File: config.mk
export PLATFORM = sky130hd
export DESIGN_NAME = digital_test_signal_mux
export DESIGN_NICKNAME = d
export VERILOG_FILES = /design/src/route_mux.v /design/src/access_guard.v /design/src/digital_test_signal_mux.v
export VERILOG_INCLUDE_DIRS = /design/src
export SDC_FILE = /design/constraint.sdc
export NUM_CORES = 1
export LEC_CHECK = 0
export BUFFER_PORTS_ARGS = -buffer_cell sky130_fd_sc_hd__buf_2
export CAP_MARGIN = 25
export CORE_MARGIN = 2
export CORE_UTILIZATION = 25
export DETAILED_ROUTE_END_ITERATION = 8
export HOLD_SLACK_MARGIN = 0.15
export PLACE_DENSITY_LB_ADDON = 0.25
export SETUP_SLACK_MARGIN = 0.02
export SYNTH_ARGS = -nofsm -noshare
export SYNTH_HDL_FRONTEND = slang
export SYNTH_SLANG_ARGS = --single-unit
File: constraint.sdc
create_clock -name pclk -period 2.5 [get_ports pclk]
set_input_delay 0 -clock pclk [delete_from_list [all_inputs] [get_ports pclk]]
set_output_delay 0 -clock pclk [all_outputs]
set_load 0.02 [all_outputs]
File: src/test_route_consts.vh
/*
  Constants for the digital test signal router: register indices, field
  positions, reset values, unlock code and live-code masks.
  Assumes it is included by its bare name from every design file.
*/
`ifndef TEST_ROUTE_CONSTS_VH
`define TEST_ROUTE_CONSTS_VH

// ==========================================================================
// Register indices (byte address is four times the index)
`define IDX_UNLOCK        8'h40
`define IDX_ROUTE_A       8'h4B
`define IDX_ROUTE_B       8'h4C
`define IDX_ROUTE_C       8'h4D
`define IDX_STATUS        8'h4E

// ==========================================================================
// Reset values and the unlock code (code value is arbitrary)
`define ROUTE_RESET       8'h00
`define UNLOCK_RESET      8'h00
`define UNLOCK_CODE       8'h5A

// ==========================================================================
// Nibble fields of each routing register
`define HI_MSB            7
`define HI_LSB            4
`define LO_MSB            3
`define LO_LSB            0
`define CODE_NORMAL       4'h0

// ==========================================================================
// Fixed burst pin selections
`define BURST_CAL_OVF     4'h6
`define BURST_BAUD_CLK    4'hB
`define BURST_CRC_FAIL    4'hA
`define BURST_WDOG_RST    4'h1

// ==========================================================================
// Live-code masks: bit k high means code k carries a real signal
`define LIVE_CLOCK_PIN    16'hDFFE
`define LIVE_OPT_PIN      16'hFFFE
`define LIVE_INT_PIN      16'hFFFE
`define LIVE_BURST_PIN    16'hFEFE
`define LIVE_SELECT_PIN   16'h3FFE

// ==========================================================================
// Status register bit positions
`define ST_UNLOCKED       0
`define ST_CLOCK_TEST     1
`define ST_OPT_TEST       2
`define ST_INT_TEST       3
`define ST_BURST_TEST     4
`define ST_SELECT_TEST    5

`endif

File: src/route_mux.v
/*
  One pin's test selector: code zero passes the pin's normal function,
  any other code passes the matching internal signal or a constant low.
  Assumes the code register and sources are synchronous to pclk.
*/
`timescale 1ns/1ps
`include "test_route_consts.vh"

module route_mux #(
  parameter [15:0] LIVE_MASK = 16'hFFFE
) (
  // Clock and reset
  input  wire        pclk,
  input  wire        presetn,
  // Selection and signals
  input  wire [3:0]  code,
  input  wire        normal_in,
  input  wire [15:0] sources,
  // Pin drive
  output reg         pin_out
);

  reg pin_next;

  // Dead codes give a steady low so a stray selection cannot toggle a pin
  always @* begin
    if (code == `CODE_NORMAL) begin
      pin_next = normal_in;
    end else begin
      pin_next = sources[code] & LIVE_MASK[code];
    end
  end

  // Registered so the pin never glitches while the code changes
  always @(posedge pclk or negedge presetn) begin
    if (!presetn) begin
      pin_out <= 1'b0;
    end else begin
      pin_out <= pin_next;
    end
  end

endmodule // route_mux

File: src/access_guard.v
/*
  Holds the unlock register and reports whether it carries the code.
  Assumes writes arrive as a one-cycle enable from the bus slave.
*/
`timescale 1ns/1ps
`include "test_route_consts.vh"

module access_guard (
  // Clock and reset
  input  wire       pclk,
  input  wire       presetn,
  // Write port
  input  wire       wr_en,
  input  wire [7:0] wr_data,
  // State
  output reg  [7:0] unlock_reg,
  output wire       unlocked
);

  // Reset relocks the test registers
  always @(posedge pclk or negedge presetn) begin
    if (!presetn) begin
      unlock_reg <= `UNLOCK_RESET;
    end else if (wr_en) begin
      unlock_reg <= wr_data;
    end
  end

  // Gates new routing writes and feeds status bit 0; existing selections do not look here
  assign unlocked = (unlock_reg == `UNLOCK_CODE);

endmodule // access_guard

File: src/digital_test_signal_mux.v
/*
  Digital test signal router behind an APB slave. Three routing registers
  steer internal signals onto five pins instead of their normal function,
  writable only while the unlock register carries the code.
  Assumes an APB master on pclk, synchronous internal sources, and that
  the pin pads take the registered pin outputs directly.
*/
// Summary of operation
// - A written selection keeps routing its signal until rewritten or reset.
// - Changing the unlock code later leaves stored selections untouched.
// - Register A bits 7:4 pick the clock pin signal, bits 3:0 the optional pin, 0000 normal.
// - Each nonzero code replaces the pin's normal output with its one assigned signal, or with a steady low if the code is dead.
// - Register B bits 7:4 pick the interrupt pin signal, bits 3:0 the burst pin, 0000 normal.
// - Burst codes 0110, 1011, 1010, 0001 give cal overflow, baud clock, CRC fail, watchdog.
// - Register C bits 7:4 route self-test and status signals to the select pin; 3:0 reserved.
`timescale 1ns/1ps
`include "test_route_consts.vh"

module digital_test_signal_mux #(
  parameter ADDR_W = 12
) (
  // Clock and reset
  input  wire              pclk,
  input  wire              presetn,
  // APB slave
  input  wire              psel,
  input  wire              penable,
  input  wire              pwrite,
  input  wire [ADDR_W-1:0] paddr,
  input  wire [31:0]       pwdata,
  input  wire [3:0]        pstrb,
  output reg  [31:0]       prdata,
  output reg               pready,
  output reg               pslverr,
  // Normal pin functions
  input  wire              sys_clock_normal,
  input  wire              opt_data_normal,
  input  wire              interrupt_normal,
  input  wire              burst_normal,
  input  wire              data_select_normal,
  // Test sources, bit k is the signal for code k
  input  wire [15:0]       clock_pin_sources,
  input  wire [15:0]       opt_pin_sources,
  input  wire [15:0]       interrupt_sources,
  input  wire [15:0]       burst_other_sources,
  input  wire [15:0]       select_pin_sources,
  // Burst pin signals with fixed codes
  input  wire              pll_cal_overflow,
  input  wire              baud_clock,
  input  wire              crc_failed,
  input  wire              watchdog_reset,
  // Routed pins
  output wire              sys_clock_pin,
  output wire              opt_data_pin,
  output wire              interrupt_pin,
  output wire              burst_pin,
  output wire              data_select_pin
);

  // ========================================================================
  // Register selector codes
  localparam [2:0] SEL_NONE   = 3'd0;
  localparam [2:0] SEL_UNLOCK = 3'd1;
  localparam [2:0] SEL_A      = 3'd2;
  localparam [2:0] SEL_B      = 3'd3;
  localparam [2:0] SEL_C      = 3'd4;
  localparam [2:0] SEL_STATUS = 3'd5;

  // Reset value as a vector, so register C can take just its stored nibble
  localparam [7:0] ROUTE_RST  = `ROUTE_RESET;

  // ========================================================================
  // Declarations
  reg  [7:0]  route_a_reg;
  reg  [7:0]  route_b_reg;
  reg  [3:0]  route_c_reg;
  reg  [31:0] rdata_next;
  reg         slverr_next;
  reg  [15:0] burst_sources;
  wire [7:0]  unlock_reg;
  wire        unlocked;
  wire        access;
  wire        done;
  wire [2:0]  rd_sel;
  wire        wr_ok;
  wire        route_wr_ok;
  wire        wr_unlock;
  wire        wr_a;
  wire        wr_b;
  wire        wr_c;
  wire [7:0]  status_byte;

  // ========================================================================
  // Address decode; misaligned or unknown addresses fall out as none
  function [2:0] reg_sel;
    input [ADDR_W-1:0] a;
    begin
      if (a[1:0] != 2'b00) begin
        reg_sel = SEL_NONE;
      end else if (a[ADDR_W-1:2] == `IDX_UNLOCK) begin
        reg_sel = SEL_UNLOCK;
      end else if (a[ADDR_W-1:2] == `IDX_ROUTE_A) begin
        reg_sel = SEL_A;
      end else if (a[ADDR_W-1:2] == `IDX_ROUTE_B) begin
        reg_sel = SEL_B;
      end else if (a[ADDR_W-1:2] == `IDX_ROUTE_C) begin
        reg_sel = SEL_C;
      end else if (a[ADDR_W-1:2] == `IDX_STATUS) begin
        reg_sel = SEL_STATUS;
      end else begin
        reg_sel = SEL_NONE;
      end
    end
  endfunction

  // Nonzero code means the pin is under test; shared by the five pin status bits
  function code_live;
    input [3:0] c;
    begin
      code_live = (c != `CODE_NORMAL);
    end
  endfunction

  // ========================================================================
  // APB handshake: one wait state, the transfer ends when pready is high
  assign access = psel & penable;
  assign done   = access & pready;
  assign rd_sel = reg_sel(paddr);

  // Writes act only at the completing edge and only through byte lane 0
  assign wr_ok       = done & pwrite & pstrb[0];
  // Locked writes are simply dropped, the bus still completes normally
  assign route_wr_ok = wr_ok & unlocked;

  // One strobe per register, so each register process tests a single net
  assign wr_unlock = wr_ok & (rd_sel == SEL_UNLOCK);
  assign wr_a      = route_wr_ok & (rd_sel == SEL_A);
  assign wr_b      = route_wr_ok & (rd_sel == SEL_B);
  assign wr_c      = route_wr_ok & (rd_sel == SEL_C);

  // Ready rises one cycle into the access phase and falls with it
  always @(posedge pclk or negedge presetn) begin
    if (!presetn) begin
      pready <= 1'b0;
    end else begin
      pready <= access & ~pready;
    end
  end

  // ========================================================================
  // Unlock register lives in its own guard
  access_guard u_guard (
    .pclk       (pclk),
    .presetn    (presetn),
    .wr_en      (wr_unlock),
    .wr_data    (pwdata[7:0]),
    .unlock_reg (unlock_reg),
    .unlocked   (unlocked)
  );

  // ========================================================================
  // Routing register A: clock pin and optional data pin
  // Only a new write changes it, the unlock state is not consulted again
  always @(posedge pclk or negedge presetn) begin
    if (!presetn) begin
      route_a_reg <= `ROUTE_RESET;
    end else if (wr_a) begin
      route_a_reg <= pwdata[7:0];
    end
  end

  // Routing register B: interrupt pin and burst pin
  always @(posedge pclk or negedge presetn) begin
    if (!presetn) begin
      route_b_reg <= `ROUTE_RESET;
    end else if (wr_b) begin
      route_b_reg <= pwdata[7:0];
    end
  end

  // Routing register C: select pin; the low nibble is reserved, not stored
  always @(posedge pclk or negedge presetn) begin
    if (!presetn) begin
      route_c_reg <= ROUTE_RST[`HI_MSB:`HI_LSB];
    end else if (wr_c) begin
      route_c_reg <= pwdata[`HI_MSB:`HI_LSB];
    end
  end

  // ========================================================================
  // Status byte: unlock state and which pins are under test
  assign status_byte = {2'b00,
                        code_live(route_c_reg),
                        code_live(route_b_reg[`LO_MSB:`LO_LSB]),
                        code_live(route_b_reg[`HI_MSB:`HI_LSB]),
                        code_live(route_a_reg[`LO_MSB:`LO_LSB]),
                        code_live(route_a_reg[`HI_MSB:`HI_LSB]),
                        unlocked};

  // ========================================================================
  // Read mux; unmapped addresses read zero and flag an error
  always @* begin
    rdata_next  = 32'h00000000;
    slverr_next = 1'b0;
    if (rd_sel == SEL_UNLOCK) begin
      rdata_next[7:0] = unlock_reg;
    end else if (rd_sel == SEL_A) begin
      rdata_next[7:0] = route_a_reg;
    end else if (rd_sel == SEL_B) begin
      rdata_next[7:0] = route_b_reg;
    end else if (rd_sel == SEL_C) begin
      rdata_next[7:0] = {route_c_reg, 4'h0};
    end else if (rd_sel == SEL_STATUS) begin
      rdata_next[7:0] = status_byte;
    end else begin
      slverr_next = 1'b1;
    end
  end

  // Answer is latched as pready rises, so it is stable for the whole cycle
  always @(posedge pclk or negedge presetn) begin
    if (!presetn) begin
      prdata  <= 32'h00000000;
      pslverr <= 1'b0;
    end else if (access && !pready) begin
      prdata  <= pwrite ? 32'h00000000 : rdata_next;
      pslverr <= slverr_next;
    end else begin
      prdata  <= 32'h00000000;
      pslverr <= 1'b0;
    end
  end

  // ========================================================================
  // Burst sources with the four fixed-code signals patched in
  always @* begin
    burst_sources                  = burst_other_sources;
    burst_sources[`BURST_CAL_OVF]  = pll_cal_overflow;
    burst_sources[`BURST_BAUD_CLK] = baud_clock;
    burst_sources[`BURST_CRC_FAIL] = crc_failed;
    burst_sources[`BURST_WDOG_RST] = watchdog_reset;
  end

  // ========================================================================
  // Pin selectors: upper nibble of A drives the clock pin
  route_mux #(
    .LIVE_MASK (`LIVE_CLOCK_PIN)
  ) u_clock_pin (
    .pclk      (pclk),
    .presetn   (presetn),
    .code      (route_a_reg[`HI_MSB:`HI_LSB]),
    .normal_in (sys_clock_normal),
    .sources   (clock_pin_sources),
    .pin_out   (sys_clock_pin)
  );

  // Lower nibble of A drives the optional data pin
  route_mux #(
    .LIVE_MASK (`LIVE_OPT_PIN)
  ) u_opt_pin (
    .pclk      (pclk),
    .presetn   (presetn),
    .code      (route_a_reg[`LO_MSB:`LO_LSB]),
    .normal_in (opt_data_normal),
    .sources   (opt_pin_sources),
    .pin_out   (opt_data_pin)
  );

  // Upper nibble of B drives the interrupt pin
  route_mux #(
    .LIVE_MASK (`LIVE_INT_PIN)
  ) u_interrupt_pin (
    .pclk      (pclk),
    .presetn   (presetn),
    .code      (route_b_reg[`HI_MSB:`HI_LSB]),
    .normal_in (interrupt_normal),
    .sources   (interrupt_sources),
    .pin_out   (interrupt_pin)
  );

  // Lower nibble of B drives the burst pin; code 1000 is dead
  route_mux #(
    .LIVE_MASK (`LIVE_BURST_PIN)
  ) u_burst_pin (
    .pclk      (pclk),
    .presetn   (presetn),
    .code      (route_b_reg[`LO_MSB:`LO_LSB]),
    .normal_in (burst_normal),
    .sources   (burst_sources),
    .pin_out   (burst_pin)
  );

  // Upper nibble of C drives the select pin; codes 1110 and 1111 are dead
  route_mux #(
    .LIVE_MASK (`LIVE_SELECT_PIN)
  ) u_select_pin (
    .pclk      (pclk),
    .presetn   (presetn),
    .code      (route_c_reg),
    .normal_in (data_select_normal),
    .sources   (select_pin_sources),
    .pin_out   (data_select_pin)
  );

endmodule // digital_test_signal_mux

==> results.md <==
* Synth warn at 0
* Critical Path AT at around 2.3 ns
* Syn avg cell area at roughly 12 um2
* Fin crit share at 0.869
* Adder-Cell Fraction of Synth Area at 0
* MaxCap Viol Count at 0
* Layout cells sized above 1 at 0.503
* Max Buffers Root-to-Sink at 2
* CTS resizes at 0
* Asr flop ratio synth at 1.00
* PwrDens at roughly 430 nW/um2
* TritonCTS Buffers at 5
* Vias at between 2000 and 3000
* Status: finished with violations
* Startpoint types: flip-flop
* Die width at about 110 um
* Core Region at ~12000 um2
* Post-synth EDFFs at 0
* Final min period at 2.17 ns
* WS Path Type: flip-flop to flip-flop
* Setup Viol. Count Final at 0
* Placed Cells incl. Taps at about 500
* Root Driver: clkbuf_16
* Net Sw Power at 0.402 mW
* Synth area leader: dfrtp_1
* Placed instance area at roughly 3600 um2
* Clk slew on worst S/H paths at around 0.060 ns
* Top FF cell, synth: dfrtp_1
* Non-Filler Instances at about 520
* Max_slew headroom at 0.538
* Clk pwr share at 0.443
* FF+latch count, synth at between 40 and 50
* Gpl congestion at about 0.87
* Global-route wire length before repair at around 14000 um
* Hold Path Class: primary input to flip-flop
* Ports at 181
* Critical Path Fanout Max at 8
* Final number of hold-violating endpoints at 0
* Largest family of logic cells by synthesized area: multiplexers
* Die Ht at between 100 and 150 um
* WL per Instance at 16.7 um
* Leak pwr at ~1.7 nW
* Sequential area share after synthesis at 0.363
* GRT Overall Usage at 0.139
* Max H-tree Level at 2
* Post-Synth Simple-Gate Area at 0.155
* Worst Tran Pin Value at between 0.6 and 0.7 ns
* Worst vdd ir at roughly 0.26 mV
* RSZ-0062 raised after global routing: no
* Clock latency on the worst-skew pair at about 0.28 ns
* Post-DRT Antenna Nets at 0
* Final nets at approximately 520
* Setup TNS at 0 ns
* Slew Limit Fails at 0
* Synth Area in XOR/XNOR at 0.00296
* Pint at 1.31 mW
* Post-synthesis instance total at roughly 250
* DRT iter0 DRCs at around 120
* Vias in the first global route at around 2700
* Hold_ws at between 0.1 and 0.15 ns
* Initial antenna violation count at 0
* CTS tree: yes
* Reg power frac at 0.410
* WP data required at ~2.7 ns
* Syn-to-layout area delta at 33.3%
* Initial core utilization at 0.257
* Yosys cell types at 48
* Design area at around 3900 um2
* Compound-cell area share of the yosys netlist at 0.103
* PortBufs at about 120
* DPL Wire Length at around 6900 um
* Switch share at 0.234
* Via density per instance at just under 5
* Clock sink total at 43
* Fmax at between 400 and 500 MHz
* Die area at 12700 um2
* Synth top area share at 0.363
* TritonRoute pass-1 iters at 6
* Violated checks: design-rule violations
* CP endpoint kind: flip-flop
* Final WS setup at 0.328 ns
* Final wirelength at 8730 um
* Top cells by area, synth: dfrtp_1 (36%), mux4_2 (16%), mux2_2 (9.9%)
* Clock skew at 0.00470 ns
* Fillers at around 1200
* Rows at 39
* Logic pwr share at 0.147
* Largest net degree at the start of global routing at 44
* Mux contribution to synthesized area at 0.287
* DRC viols at 12
* Total grt overflow at 0
* Mapped Area at between 2000 and 3000 um2
* DP Worst Slack at about 0.33 ns
* N_diodes at 0
[area by class of cell]
type	instances	area (um2)	share of cell area
clock inverter	2	35.0	0.00887
tap	143	179	0.0453
inverter	3	11.3	0.00285
timing repair buffer	139	796	0.202
clock buffer	6	139	0.0352
multi-input combinational	187	1710	0.434
sequential	43	1080	0.272
[placed cells by master (no fill, tap or decap), types with 2 or more instances in the layout]
master,netlist,final
a31oi_1,2,2
and2_1,2,2
nand3b_1,6,6
o21ai_0,6,6
inv_1,3,3
mux2i_1,5,5
nand2_1,11,11
a211oi_1,2,2
a21oi_1,8,8
conb_1,1,24
nor3b_1,2,2
mux4_2,21,21
nor2_1,10,10
buf_2,4,116
a21boi_0,5,5
dlygate4sd3_1,0,12
mux2_1,3,3
mux2_2,26,26
clkbuf_16,0,5
nor3_1,8,8
or4_1,2,2
nand3_1,4,4
nand4_1,3,3
nor4b_2,2,2
a32oi_1,3,3
buf_4,24,10
dfrtp_1,43,43
a2111oi_4,2,2
nand4bb_1,3,3
nor4_1,5,5
o2111ai_1,2,2
o211ai_1,4,4
[metal layers]
layer / wire length [um] / up-vias / track usage
met5: 0 / - / 0
met4: 75 / 0 / 0.0317
met3: 579 / 6 / 0.0268
met2: 4270 / 104 / 0.240
met1: 3800 / 1257 / 0.182
li1: - / 1190 / -
[critical path, stage by stage, from the launching register on]
cell,delay (ns)
dfrtp_1,0.41
nand4bb_1,0.23
or4_4,0.61
nor4b_4,0.23
buf_4,0.23
mux2_2,0.34
[final timing paths]
check / from / endpoint / slack (ns) / cells after the start
min in group asynchronous: presetn / u_select_pin.pin_out / 0.16 / 2
max in group asynchronous: presetn / u_guard.unlock_reg[5] / 1.87 / 3
hold / removal: psel / pready / 0.14 / 3
setup reg to reg: u_guard.unlock_reg[0] / route_a_reg[7] / 0.33 / 5
hold reg to reg: pready / pready / 0.54 / 1
setup / recovery: u_guard.unlock_reg[0] / route_a_reg[7] / 0.33 / 5
[metrics by stage]
step | util | power (mW)
6_report | 0.343 | 1.72
5_1_grt | 0.343 | 1.79
4_1_cts | 0.341 | 1.74
3_5_place_dp | 0.316 | 0.952
3_3_place_gp | 0.316 | 0.949
2_1_floorplan | - | 0.853
[power by group through the flow]
stage                     registers (mW)  logic [mW]  clock network [mW]
after detailed placement           0.717       0.236                   0
after global routing               0.704       0.275               0.808
after CTS                          0.704       0.251               0.782
after global placement             0.717       0.232                   0
after floorplan                    0.725       0.129                   0
final                              0.704       0.252               0.760
[Yosys cell counts (4+ instances only)]
cell type and instances:
mux4_2 21, clkbuf_1 11, mux2i_1 5, mux2_2 26, nor3_1 8, a21oi_1 8
buf_2 4, nand3_1 4, nor2_1 10, o211ai_1 4, nor4_1 5, nand3b_1 6
o21ai_0 6, a21boi_0 5, dfrtp_1 43, buf_4 24, nand2_1 11
[repair_timing]
action	in CTS	in global routing
endpoints found under the hold margin	75	0
buffers inserted	0	0
hold buffers	12	0
[cell families (layout without fill, tap and decap cells)]
group | Yosys count | in the layout
xor+xnor | 1 | 1
flops | 43 | 43
compound gates | 39 | 39
buf+inv | 44 | 150
simple gates | 68 | 68
mux | 55 | 55
other cells | 1 | 24
Note: power is estimated with default switching activity, not from simulation.
